===== config.mk =====
export PLATFORM = sky130hd
export DESIGN_NAME = nand_ecc_generator
export DESIGN_NICKNAME = d
export VERILOG_FILES = /design/src/one_bit_beat_parity.v /design/src/gf10_inverter.v /design/src/nand_ecc_generator.v
export VERILOG_INCLUDE_DIRS = /design/src
export SDC_FILE = /design/constraint.sdc
export NUM_CORES = 2
export LEC_CHECK = 0
export BUFFER_PORTS_ARGS = -buffer_cell sky130_fd_sc_hd__buf_2
export CORE_ASPECT_RATIO = 1.75
export CORE_MARGIN = 4
export CORE_UTILIZATION = 60
export CTS_BUF_LIST = sky130_fd_sc_hd__clkbuf_4
export DETAILED_ROUTE_END_ITERATION = 8
export PLACE_DENSITY = 0.78
export SYNTH_ARGS = -nofsm -noshare
export SYNTH_HDL_FRONTEND = slang
export SYNTH_SLANG_ARGS = --single-unit

===== constraint.sdc =====
create_clock -name clock -period 12.6 [get_ports clock]
set_clock_uncertainty 0.05 [all_clocks]
set_input_delay 2.52 -clock clock [delete_from_list [all_inputs] [get_ports clock]]
set_output_delay 2.52 -clock clock [all_outputs]
set_load 0.01 [all_outputs]

===== src/nand_ecc_regs.vh =====
// Constants shared by the NAND error-correction generator files.
// What this block does
// - One-bit parity per NAND chip select, 512 bytes.
// - Reading one-bit result clears its start bit.
// - Writing start one clears that one-bit result.
// - Column and row parities packed per bus width.
// - Four-bit engine serves 8-bit NAND only.
// - Four-bit start serves one chosen chip select.
// - Parity after writes, syndrome after reads, readable.
// - Result read clears start; start clears results.
// - Ten-bit symbols, top two bits zero.
// - All-zero syndrome means no bit errors.
// - Locate start computes addresses, values, then state.
// - Error count, four address, four value registers.
// - Error register read clears locate start bit.
// - Syndrome captured so new reads run concurrently.
// - Four-bit engine accumulates up to 518 bytes.
`ifndef NAND_ECC_REGS_VH
`define NAND_ECC_REGS_VH

`define CS_COUNT 4
`define ONE_BIT_RES_W 24
`define ONE_BIT_IDX_W 9
`define ONE_BIT_IDX_STEP 9'h001
`define SYM_PAD 2'h0
`define FOUR_BIT_MAX_BYTES 10'h206
`define ECC_MAX_DEGREE 10'h20D
`define ECC_SCAN_END 10'h20E
`define GF_POLY 10'h009
`define GF_ONE 10'h001
`define GF_ALPHA 10'h002
`define BM_LAST 10'h007
`define OMEGA_LAST 10'h003
`define MAX_ERRORS 3'h4
`define ERR_DEG_MAX 4'h4
`define INV_STEPS 4'h9
`define ECC_ST_BUSY 4'h0
`define ECC_ST_NONE 4'h1
`define ECC_ST_FIXABLE 4'h2
`define ECC_ST_UNFIXABLE 4'h3

`endif


===== src/one_bit_beat_parity.v =====
// Hamming parity contribution of one data beat to the one-bit result.
`timescale 1ns/1ns
`include "nand_ecc_regs.vh"

module one_bit_beat_parity (
    // Beat and its position
    input wire [15:0] data,
    input wire [8:0] index,
    input wire wide,
    // Parity flips {odd levels, even levels}
    output wire [23:0] flip
);

    wire [12*17-1:0] odd_chain;
    wire [12*17-1:0] even_chain;

    assign odd_chain[11:0] = 12'h000;
    assign even_chain[11:0] = 12'h000;

    // Each data bit has a 12-bit position; level j toggles odd or even by bit j.
    genvar k;
    generate
        for (k = 0; k < 16; k = k + 1) begin : bitpos
            localparam [3:0] BIT_ID = k;
            wire live = data[k] & (wide | ~BIT_ID[3]);
            wire [11:0] pos = wide ? {index[7:0], BIT_ID} : {index, BIT_ID[2:0]};
            assign odd_chain[12*(k+1) +: 12] = odd_chain[12*k +: 12] ^ (pos & {12{live}});
            assign even_chain[12*(k+1) +: 12] = even_chain[12*k +: 12] ^ (~pos & {12{live}});
        end
    endgenerate

    assign flip = {odd_chain[12*16 +: 12], even_chain[12*16 +: 12]};

endmodule // one_bit_beat_parity


===== src/gf10_inverter.v =====
// Sequential inverse in GF(2^10) by repeated squaring.
`timescale 1ns/1ns
`include "nand_ecc_regs.vh"

module gf10_inverter (
    // Clock and reset
    input wire clock,
    input wire resetn,
    // Request
    input wire start,
    input wire [9:0] operand,
    // Answer
    output reg done,
    output reg [9:0] result
);

    reg [9:0] sq_r;
    reg [3:0] cnt_r;
    reg busy_r;
    wire [9:0] sq_nxt;

    function [9:0] gf_mul;
        input [9:0] a;
        input [9:0] b;
        reg [9:0] p;
        integer i;
        begin
            p = 10'h000;
            for (i = 9; i >= 0; i = i - 1) begin
                p = {p[8:0], 1'b0} ^ (p[9] ? `GF_POLY : 10'h000);
                if (b[i])
                    p = p ^ a;
            end
            gf_mul = p;
        end
    endfunction

    assign sq_nxt = gf_mul(sq_r, sq_r);

    // The product of a^2 .. a^512 is a^1022, the inverse; a zero operand yields zero.
    always @(posedge clock) begin
        if (!resetn) begin
            sq_r <= 10'h000;
            cnt_r <= 4'h0;
            busy_r <= 1'b0;
            done <= 1'b0;
            result <= 10'h000;
        end else begin
            done <= 1'b0;
            if (start) begin
                sq_r <= operand;
                result <= `GF_ONE;
                cnt_r <= 4'h0;
                busy_r <= 1'b1;
            end else if (busy_r) begin
                sq_r <= sq_nxt;
                result <= gf_mul(result, sq_nxt);
                cnt_r <= cnt_r + 4'h1;
                if (cnt_r == `INV_STEPS - 4'h1) begin
                    busy_r <= 1'b0;
                    done <= 1'b1;
                end
            end
        end
    end

endmodule // gf10_inverter


===== src/nand_ecc_generator.v =====
// One-bit Hamming and four-bit symbol ECC engines for NAND transfers.
`timescale 1ns/1ns
`include "nand_ecc_regs.vh"

module nand_ecc_generator (
    // Clock and reset
    input wire clock,
    input wire resetn,
    // Observed data beats to the NAND chip selects
    input wire beat_valid,
    input wire beat_write,
    input wire [1:0] beat_cs,
    input wire [15:0] beat_data,
    input wire bus_16bit,
    // Control fields and access strobes
    input wire [3:0] nand_mode_select,
    input wire [3:0] one_bit_ecc_start_set,
    input wire [3:0] one_bit_result_rd,
    input wire [1:0] four_bit_cs_choice,
    input wire four_bit_start_set,
    input wire four_bit_result_rd,
    input wire parity_load_wr,
    input wire [9:0] parity_load_data,
    input wire error_locate_set,
    input wire error_reg_rd,
    // One-bit status and results
    output wire [3:0] one_bit_ecc_start,
    output wire [95:0] one_bit_ecc_result,
    // Four-bit status and results
    output wire four_bit_calc_start,
    output wire [79:0] four_bit_result_regs,
    output wire error_locate_start,
    output wire [3:0] ecc_state,
    output wire [2:0] error_count,
    output wire [39:0] error_address_regs,
    output wire [39:0] error_value_regs
);

    localparam [5:0] ST_IDLE = 6'h01;
    localparam [5:0] ST_BM = 6'h02;
    localparam [5:0] ST_OMEGA = 6'h04;
    localparam [5:0] ST_CHIEN = 6'h08;
    localparam [5:0] ST_INV_GO = 6'h10;
    localparam [5:0] ST_INV_WAIT = 6'h20;

    function [9:0] gf_mul;
        input [9:0] a;
        input [9:0] b;
        reg [9:0] p;
        integer i;
        begin
            p = 10'h000;
            for (i = 9; i >= 0; i = i - 1) begin
                p = {p[8:0], 1'b0} ^ (p[9] ? `GF_POLY : 10'h000);
                if (b[i])
                    p = p ^ a;
            end
            gf_mul = p;
        end
    endfunction

    function [9:0] gf_pow;
        input integer e;
        reg [9:0] p;
        integer i;
        begin
            p = `GF_ONE;
            for (i = 0; i < e; i = i + 1)
                p = gf_mul(p, `GF_ALPHA);
            gf_pow = p;
        end
    endfunction

    // Generator with roots alpha^1..alpha^8; the monic top term is implied.
    function [79:0] gen_poly;
        input dummy;
        reg [89:0] g;
        reg [9:0] a;
        integer i;
        integer k;
        begin
            g = {80'h0, `GF_ONE};
            a = `GF_ONE;
            for (i = 1; i <= 8; i = i + 1) begin
                a = gf_mul(a, `GF_ALPHA);
                for (k = 8; k >= 0; k = k - 1) begin
                    if (k > 0)
                        g[10*k +: 10] = g[10*(k-1) +: 10] ^ gf_mul(g[10*k +: 10], a);
                    else
                        g[9:0] = gf_mul(g[9:0], a);
                end
            end
            gen_poly = g[79:0];
        end
    endfunction

    localparam [79:0] GEN = gen_poly(1'b0);
    localparam [39:0] ALPHA_INV = {gf_pow(1019), gf_pow(1020), gf_pow(1021), gf_pow(1022)};

    // One-bit engines, one per chip select.
    wire [23:0] beat_flip;
    wire [35:0] idx_flat;
    wire [8:0] beat_idx = idx_flat[beat_cs * `ONE_BIT_IDX_W +: 9];

    one_bit_beat_parity u_beat_parity (
        .data(beat_data),
        .index(beat_idx),
        .wide(bus_16bit),
        .flip(beat_flip)
    );

    genvar n;
    generate
        for (n = 0; n < `CS_COUNT; n = n + 1) begin : one_cs
            localparam [1:0] CS_ID = n;
            reg start_r;
            reg [23:0] res_r;
            reg [8:0] idx_r;
            wire hit = beat_valid && (beat_cs == CS_ID) && nand_mode_select[n] && start_r;
            // A start written in the same cycle as a read keeps the engine armed.
            always @(posedge clock) begin
                if (!resetn) begin
                    start_r <= 1'b0;
                    res_r <= 24'h000000;
                    idx_r <= 9'h000;
                end else if (one_bit_ecc_start_set[n]) begin
                    start_r <= 1'b1;
                    res_r <= 24'h000000;
                    idx_r <= 9'h000;
                end else begin
                    if (one_bit_result_rd[n])
                        start_r <= 1'b0;
                    if (hit) begin
                        res_r <= res_r ^ beat_flip;
                        idx_r <= idx_r + `ONE_BIT_IDX_STEP;
                    end
                end
            end
            assign one_bit_ecc_start[n] = start_r;
            assign one_bit_ecc_result[24*n +: 24] = res_r;
            assign idx_flat[9*n +: 9] = idx_r;
        end
    endgenerate

    // Four-bit accumulation: parity remainder for writes, syndromes for reads.
    reg four_start_r;
    reg [79:0] syn_r;
    reg [79:0] rem_r;
    reg [79:0] four_res_r;
    reg [9:0] sym_cnt_r;
    reg wrote_r;
    wire [9:0] sym = {`SYM_PAD, beat_data[7:0]};
    wire four_hit = beat_valid && four_start_r && !bus_16bit
        && (beat_cs == four_bit_cs_choice) && nand_mode_select[four_bit_cs_choice]
        && (sym_cnt_r < `FOUR_BIT_MAX_BYTES);
    wire [9:0] horner_in = four_hit ? sym : parity_load_data;
    wire [9:0] fb = sym ^ rem_r[79:70];
    wire [89:0] rem_shift = {rem_r, 10'h000};
    wire [79:0] syn_nxt;
    wire [79:0] rem_nxt;

    genvar i;
    generate
        for (i = 0; i < 8; i = i + 1) begin : sym_slice
            localparam [9:0] APOW = `GF_ALPHA << i;
            assign syn_nxt[10*i +: 10] = gf_mul(syn_r[10*i +: 10], APOW) ^ horner_in;
            assign rem_nxt[10*i +: 10] = rem_shift[10*i +: 10] ^ gf_mul(fb, GEN[10*i +: 10]);
        end
    endgenerate

    always @(posedge clock) begin
        if (!resetn) begin
            four_start_r <= 1'b0;
            syn_r <= 80'h0;
            rem_r <= 80'h0;
            sym_cnt_r <= 10'h000;
            wrote_r <= 1'b0;
            four_res_r <= 80'h0;
        end else begin
            four_res_r <= four_bit_start_set ? 80'h0 : (wrote_r ? rem_r : syn_r);
            if (four_bit_start_set) begin
                four_start_r <= 1'b1;
                syn_r <= 80'h0;
                rem_r <= 80'h0;
                sym_cnt_r <= 10'h000;
                wrote_r <= 1'b0;
            end else begin
                if (four_bit_result_rd)
                    four_start_r <= 1'b0;
                if (four_hit) begin
                    rem_r <= rem_nxt;
                    sym_cnt_r <= sym_cnt_r + 10'h001;
                    wrote_r <= beat_write;
                end else if (parity_load_wr) begin
                    wrote_r <= 1'b0;
                end
                if (four_hit || parity_load_wr)
                    syn_r <= syn_nxt;
            end
        end
    end

    // Error location: Berlekamp-Massey, Chien search, Forney values.
    reg [5:0] st_r;
    reg [79:0] scap_r;
    reg [49:0] lam_r;
    reg [49:0] bp_r;
    reg [9:0] gam_r;
    reg [3:0] deg_r;
    reg [9:0] step_r;
    reg [39:0] om_r;
    reg [39:0] chl_r;
    reg [29:0] cho_r;
    reg [9:0] xinv_r;
    reg [2:0] found_r;
    reg [2:0] vidx_r;
    reg [39:0] num_r;
    reg [39:0] den_r;
    reg [39:0] addr_r;
    reg [39:0] val_r;
    reg [3:0] state_out_r;
    reg [2:0] count_r;
    reg loc_start_r;
    reg inv_go_r;
    reg [9:0] dot;
    reg [9:0] chien_sum;
    reg [9:0] oval;
    reg [49:0] lam_upd;
    wire [49:0] bpx = {bp_r[39:0], 10'h000};
    wire syn_zero = (syn_r == 80'h0);
    wire inv_done;
    wire [9:0] inv_res;
    integer j, q;

    gf10_inverter u_inverter (
        .clock(clock),
        .resetn(resetn),
        .start(inv_go_r),
        .operand(den_r[10*vidx_r +: 10]),
        .done(inv_done),
        .result(inv_res)
    );

    always @* begin
        dot = 10'h000;
        chien_sum = lam_r[9:0];
        oval = om_r[9:0];
        lam_upd = 50'h0;
        for (j = 0; j < 5; j = j + 1) begin
            if (step_r[2:0] >= j)
                dot = dot ^ gf_mul(lam_r[10*j +: 10], scap_r[10*(step_r[2:0]-j) +: 10]);
        end
        for (j = 0; j < 5; j = j + 1)
            lam_upd[10*j +: 10] = gf_mul(gam_r, lam_r[10*j +: 10]) ^ gf_mul(dot, bpx[10*j +: 10]);
        for (j = 0; j < 4; j = j + 1)
            chien_sum = chien_sum ^ chl_r[10*j +: 10];
        for (j = 0; j < 3; j = j + 1)
            oval = oval ^ cho_r[10*j +: 10];
    end

    always @(posedge clock) begin
        if (!resetn) begin
            st_r <= ST_IDLE;
            scap_r <= 80'h0;
            lam_r <= 50'h0;
            bp_r <= 50'h0;
            gam_r <= 10'h000;
            deg_r <= 4'h0;
            step_r <= 10'h000;
            om_r <= 40'h0;
            chl_r <= 40'h0;
            cho_r <= 30'h0;
            xinv_r <= 10'h000;
            found_r <= 3'h0;
            vidx_r <= 3'h0;
            num_r <= 40'h0;
            den_r <= 40'h0;
            addr_r <= 40'h0;
            val_r <= 40'h0;
            state_out_r <= `ECC_ST_BUSY;
            count_r <= 3'h0;
            loc_start_r <= 1'b0;
            inv_go_r <= 1'b0;
        end else begin
            inv_go_r <= 1'b0;
            if (error_locate_set)
                loc_start_r <= 1'b1;
            else if (error_reg_rd)
                loc_start_r <= 1'b0;
            if (error_locate_set) begin
                // The working copy frees the accumulator for the next read.
                scap_r <= syn_r;
                lam_r <= {40'h0, `GF_ONE};
                bp_r <= {40'h0, `GF_ONE};
                gam_r <= `GF_ONE;
                deg_r <= 4'h0;
                step_r <= 10'h000;
                found_r <= 3'h0;
                count_r <= 3'h0;
                addr_r <= 40'h0;
                val_r <= 40'h0;
                state_out_r <= syn_zero ? `ECC_ST_NONE : `ECC_ST_BUSY;
                st_r <= syn_zero ? ST_IDLE : ST_BM;
            end else begin
                case (st_r)
                    ST_IDLE: begin
                        st_r <= ST_IDLE;
                    end
                    ST_BM: begin
                        lam_r <= lam_upd;
                        if ((dot != 10'h000) && ({deg_r, 1'b0} <= step_r)) begin
                            bp_r <= lam_r;
                            deg_r <= step_r[3:0] + 4'h1 - deg_r;
                            gam_r <= dot;
                        end else begin
                            bp_r <= bpx;
                        end
                        step_r <= (step_r == `BM_LAST) ? 10'h000 : step_r + 10'h001;
                        if (step_r == `BM_LAST)
                            st_r <= ST_OMEGA;
                    end
                    ST_OMEGA: begin
                        om_r[10*step_r[1:0] +: 10] <= dot;
                        step_r <= step_r + 10'h001;
                        if (step_r == `OMEGA_LAST) begin
                            step_r <= 10'h000;
                            chl_r <= lam_r[49:10];
                            cho_r <= {dot, om_r[29:10]};
                            xinv_r <= `GF_ONE;
                            if (deg_r > `ERR_DEG_MAX) begin
                                state_out_r <= `ECC_ST_UNFIXABLE;
                                st_r <= ST_IDLE;
                            end else begin
                                st_r <= ST_CHIEN;
                            end
                        end
                    end
                    ST_CHIEN: begin
                        if (step_r == `ECC_SCAN_END) begin
                            vidx_r <= 3'h0;
                            if ((found_r != 3'h0) && ({1'b0, found_r} == deg_r)) begin
                                st_r <= ST_INV_GO;
                            end else begin
                                state_out_r <= `ECC_ST_UNFIXABLE;
                                st_r <= ST_IDLE;
                            end
                        end else begin
                            // A root at degree i marks the word total + 7 - i.
                            if ((chien_sum == 10'h000) && (found_r < `MAX_ERRORS)) begin
                                addr_r[10*found_r +: 10] <= step_r;
                                num_r[10*found_r +: 10] <= gf_mul(oval, xinv_r);
                                den_r[10*found_r +: 10] <= chl_r[9:0] ^ chl_r[29:20];
                                found_r <= found_r + 3'h1;
                            end
                            for (q = 0; q < 4; q = q + 1)
                                chl_r[10*q +: 10] <= gf_mul(chl_r[10*q +: 10], ALPHA_INV[10*q +: 10]);
                            for (q = 0; q < 3; q = q + 1)
                                cho_r[10*q +: 10] <= gf_mul(cho_r[10*q +: 10], ALPHA_INV[10*q +: 10]);
                            xinv_r <= gf_mul(xinv_r, ALPHA_INV[9:0]);
                            step_r <= step_r + 10'h001;
                        end
                    end
                    ST_INV_GO: begin
                        inv_go_r <= 1'b1;
                        st_r <= ST_INV_WAIT;
                    end
                    ST_INV_WAIT: begin
                        if (inv_done) begin
                            val_r[10*vidx_r +: 10] <= gf_mul(num_r[10*vidx_r +: 10], inv_res);
                            if (vidx_r + 3'h1 == found_r) begin
                                state_out_r <= `ECC_ST_FIXABLE;
                                count_r <= found_r;
                                st_r <= ST_IDLE;
                            end else begin
                                vidx_r <= vidx_r + 3'h1;
                                st_r <= ST_INV_GO;
                            end
                        end
                    end
                    default: begin
                        st_r <= ST_IDLE;
                    end
                endcase
            end
        end
    end

    assign four_bit_calc_start = four_start_r;
    assign four_bit_result_regs = four_res_r;
    assign error_locate_start = loc_start_r;
    assign ecc_state = state_out_r;
    assign error_count = count_r;
    assign error_address_regs = addr_r;
    assign error_value_regs = val_r;

endmodule // nand_ecc_generator


==> results.cfg <==
[die]
core_region_area_mm2 = 0.1329
fp-row-count = 177
chipWidth_um = 284.6
floorplan.initialDensity = 0.6045
ios = 321
die_area_mm2 = 0.1400
die_height_um = 492.0

[synth]
synth_most_common_cell = sky130_fd_sc_hd__nand2_1
synthFlopType = sky130_fd_sc_hd__dfxtp_1
yosysTopAreaCell = sky130_fd_sc_hd__dfxtp_1
synthArstFlopShare = 0
synth-edff-count = 0
syn_area_per_cell_um2 = 7.735
post_synth_inst_count = 10390
yosys_warnings = 0
post_synth_main_area_contributors = sky130_fd_sc_hd__dfxtp_1 (22%), sky130_fd_sc_hd__xnor2_1 (16%), sky130_fd_sc_hd__nand2_1 (10%), sky130_fd_sc_hd__mux2i_1 (6.8%), sky130_fd_sc_hd__nor2_1 (4.6%)
number_of_distinct_standard_cells_referenced_by_the_synthesized_netlist = 105
mappedNetlistArea_mm2 = 0.08033
flip_flop_and_latch_count_after_synthesis = 897
synth_top_cell_area_share = 0.2235
synth_seq_area_share = 0.2235
synth_commonest_cells = sky130_fd_sc_hd__nand2_1 (2178), sky130_fd_sc_hd__xnor2_1 (1453), sky130_fd_sc_hd__nor2_1 (974)

[clock_tree]
clk_latency_ns = 1.35
postCtsHoldBufs = 0
post_cts_resized = 0
cts-root-buf = sky130_fd_sc_hd__clkbuf_4
tritoncts_num_sinks = 897
clockBufferDepth = 3
cts_tree = yes
cts.htree.levels = 4
cts.repair_timing.setup_buffer_count = 0
cts_inserted_buffers = 213
path_clk_slew_ns = 0.08

[final_layout]
nFillCells = 11680
final_net_count = 10390
drive_above_1_share = 0.1219
synthToLayoutAreaGrowth_pct = 6.110
ff_latch_area_mm2 = 0.01798
combined_area_of_the_multi_input_logic_cells_mm2 = 0.05822

[min_path]
worst_hold_path_type = flop to flop

[critical_path]
end_kind = flop
worst_setup_start_kind = flop
critical_path_required_ns = 13.67
timing_worst_setup_path_type = flop to flop
cp_max_fo = 25
worst_ep_arrival_time_ns = 11.64

[grt]
grt_start_max_net_pins = 120
grt_remaining_overflow = 0
antenna_found_initial = 25
grt_use_total = 0.4807
wire_length_of_the_first_global_routing_pass_um = 514000
grt_pass1_vias = 80420

[outcome]
run_status = complete, but fails checks
violations = DRC

[sta]
setup_viol_count_final = 0
clock.fmax_mhz = 94.68
timing.final.hold_violations = 0
max-slew-margin-rel = 0.04330
final.setup.tns_ns = 0
worst-slew-pin-transition_ns = 1.433
finalWorstPathRequiredPeriod_ns = 10.56
rsz0062_at_grt = false
finalCritPeriodShare = 0.8383
report.final.slew_viol_count = 0

[detailed_routing]
post-route-drc-count = 4
wire_per_inst_um = 28.81
ant_nets = 0
drt-vias-per-instance = 6.767
via_count = 82130
postRouteWirelength_um = 349700
dr.first_iter.drc_count = 10170
detailedRoute.firstPassIterationCount = 9

[pwr]
total_power_mw = 6.231
pwr_density_cell_mw_per_mm2 = 73.10
cellLeakagePower_nw = 28.78
ir_drop_uv = 95.49

[placement]
finalWeightedCongestion = 1.110
number_of_buffers_added_on_ports = 318
place_hpwl_um = 247300

[flow_run]
drv.max_cap_violation_count = 0
## per-stage QoR
stage	worst slack, ns	cell area [um2]	util	std cells	hold slack (ns)
5_1_grt	1.851	85220	0.6413	12130	0.4252
6_report	2.038	85240	0.6415	12140	0.4006
3_3_place_gp	2.735	82500	0.6209	11760	0.3892
2_1_floorplan	2.406	80330	-	10390	0.3822
4_1_cts	2.629	85180	0.6411	12120	0.4018
3_5_place_dp	2.626	82500	0.6209	11760	0.3930
## per-layer routing
layer / part of all wire / vias up / wire length, um / global-route usage
met5: 0.00036 / - / 126 / 0.008333
met4: 0.14 / 18 / 49330 / 0.5169
met3: 0.12 / 2662 / 40260 / 0.1660
met2: 0.44 / 6240 / 155400 / 0.7688
met1: 0.30 / 38190 / 104600 / 0.4612
li1: - / 35020 / - / -
## cell usage in the layout, fill, tap and decap left out, types with 52 or more instances in the layout
cell type | synthesis | final
sky130_fd_sc_hd__or3_1 | 129 | 129
sky130_fd_sc_hd__clkbuf_4 | 0 | 299
sky130_fd_sc_hd__nand4_1 | 55 | 55
sky130_fd_sc_hd__xor2_1 | 417 | 415
sky130_fd_sc_hd__a311oi_1 | 53 | 52
sky130_fd_sc_hd__xnor3_1 | 156 | 150
sky130_fd_sc_hd__inv_1 | 105 | 104
sky130_fd_sc_hd__ha_1 | 62 | 60
sky130_fd_sc_hd__o211ai_1 | 85 | 85
sky130_fd_sc_hd__nor2_1 | 974 | 971
sky130_fd_sc_hd__buf_4 | 22 | 276
sky130_fd_sc_hd__mux2_2 | 91 | 91
sky130_fd_sc_hd__nor3_1 | 104 | 103
sky130_fd_sc_hd__mux4_2 | 156 | 156
sky130_fd_sc_hd__a21oi_1 | 489 | 488
sky130_fd_sc_hd__dfxtp_1 | 897 | 881
sky130_fd_sc_hd__o22ai_1 | 102 | 102
sky130_fd_sc_hd__nand2_1 | 2178 | 2177
sky130_fd_sc_hd__a22oi_1 | 64 | 64
sky130_fd_sc_hd__nor2b_1 | 59 | 59
sky130_fd_sc_hd__nand2b_1 | 56 | 54
sky130_fd_sc_hd__o21ai_0 | 305 | 305
sky130_fd_sc_hd__xnor2_1 | 1453 | 1449
sky130_fd_sc_hd__buf_2 | 69 | 317
sky130_fd_sc_hd__a211oi_1 | 155 | 155
sky130_fd_sc_hd__nand3_1 | 135 | 135
sky130_fd_sc_hd__mux2i_1 | 544 | 542
## final timing paths
path / cells after the start / slack [ns] / end / start
worst max-delay path: 27 / 2.04 / lam_r[25] / step_r[1]
worst min-delay path: 2 / 0.40 / error_value_regs[32] / error_value_regs[32]
worst max register to register: 27 / 2.04 / lam_r[25] / step_r[1]
worst min register to register: 2 / 0.40 / error_value_regs[32] / error_value_regs[32]
## power breakdown
| part | switching (mW) | internal [mW] |
|---|---|---|
| combinational | 0.529 | 0.256 |
| sequential | 0.0917 | 2.86 |
| clock | 1.32 | 1.17 |
## sequential cells by signal, summed over array words and instances (netlist names), 50 cells and up
name                  count
one_cs.res_r             96
four_bit_result_regs     80
rem_r                    80
scap_r                   80
syn_r                    80
lam_r                    50
## area by class of cell
| type | instances | share of cell area |
|---|---|---|
| Inverter | 121 | 0.005431 |
| Antenna cell | 15 | 0.0004404 |
| Clock inverter | 64 | 0.005123 |
| Multi-Input combinational cell | 8444 | 0.6830 |
| Timing Repair Buffer | 597 | 0.04368 |
| Tap cell | 1700 | 0.02495 |
| Sequential cell | 897 | 0.2110 |
| Clock buffer | 299 | 0.02633 |
## kinds of logic (layout without fill, tap and decap cells)
group / Yosys count / after routing / share of synthesized area
AO/OA/AOI/OAI: 1658 / 1658 / 0.1348
adder cells (fa/ha/maj): 67 / 67 / 0.01090
buffers and inverters: 1046 / 1081 / 0.05399
other: 1 / 17 / 0.00004668
flip-flops: 897 / 897 / 0.2235
multiplexers: 793 / 793 / 0.1246
XOR/XNOR: 2032 / 2032 / 0.2492
AND/OR/NAND/NOR: 3892 / 3892 / 0.2029
## worst max-delay path: stages (launching register included)
cell,delay (ns)
sky130_fd_sc_hd__dfxtp_4,0.72
sky130_fd_sc_hd__inv_1,0.25
sky130_fd_sc_hd__buf_4,0.35
sky130_fd_sc_hd__ha_1,0.41
sky130_fd_sc_hd__inv_1,0.08
sky130_fd_sc_hd__ha_1,0.18
sky130_fd_sc_hd__ha_1,0.19
sky130_fd_sc_hd__inv_1,0.06
sky130_fd_sc_hd__ha_1,0.63
sky130_fd_sc_hd__nor4bb_1,1.08
sky130_fd_sc_hd__a41oi_1,0.21
sky130_fd_sc_hd__o2111a_1,0.21
sky130_fd_sc_hd__a311oi_2,0.80
sky130_fd_sc_hd__nand2_1,0.15
sky130_fd_sc_hd__xor2_1,0.21
sky130_fd_sc_hd__xnor3_1,0.24
sky130_fd_sc_hd__xor2_1,0.18
sky130_fd_sc_hd__xnor2_1,0.54
sky130_fd_sc_hd__nor4bb_1,0.12
sky130_fd_sc_hd__a211oi_1,0.94
sky130_fd_sc_hd__xnor3_2,0.91
sky130_fd_sc_hd__buf_4,0.29
sky130_fd_sc_hd__nand2_1,0.07
sky130_fd_sc_hd__xnor3_1,0.43
sky130_fd_sc_hd__xnor3_1,0.40
sky130_fd_sc_hd__xnor3_1,0.37
sky130_fd_sc_hd__xnor2_1,0.17
sky130_fd_sc_hd__a21oi_1,0.08
Note: power is estimated with default switching activity, not from simulation.
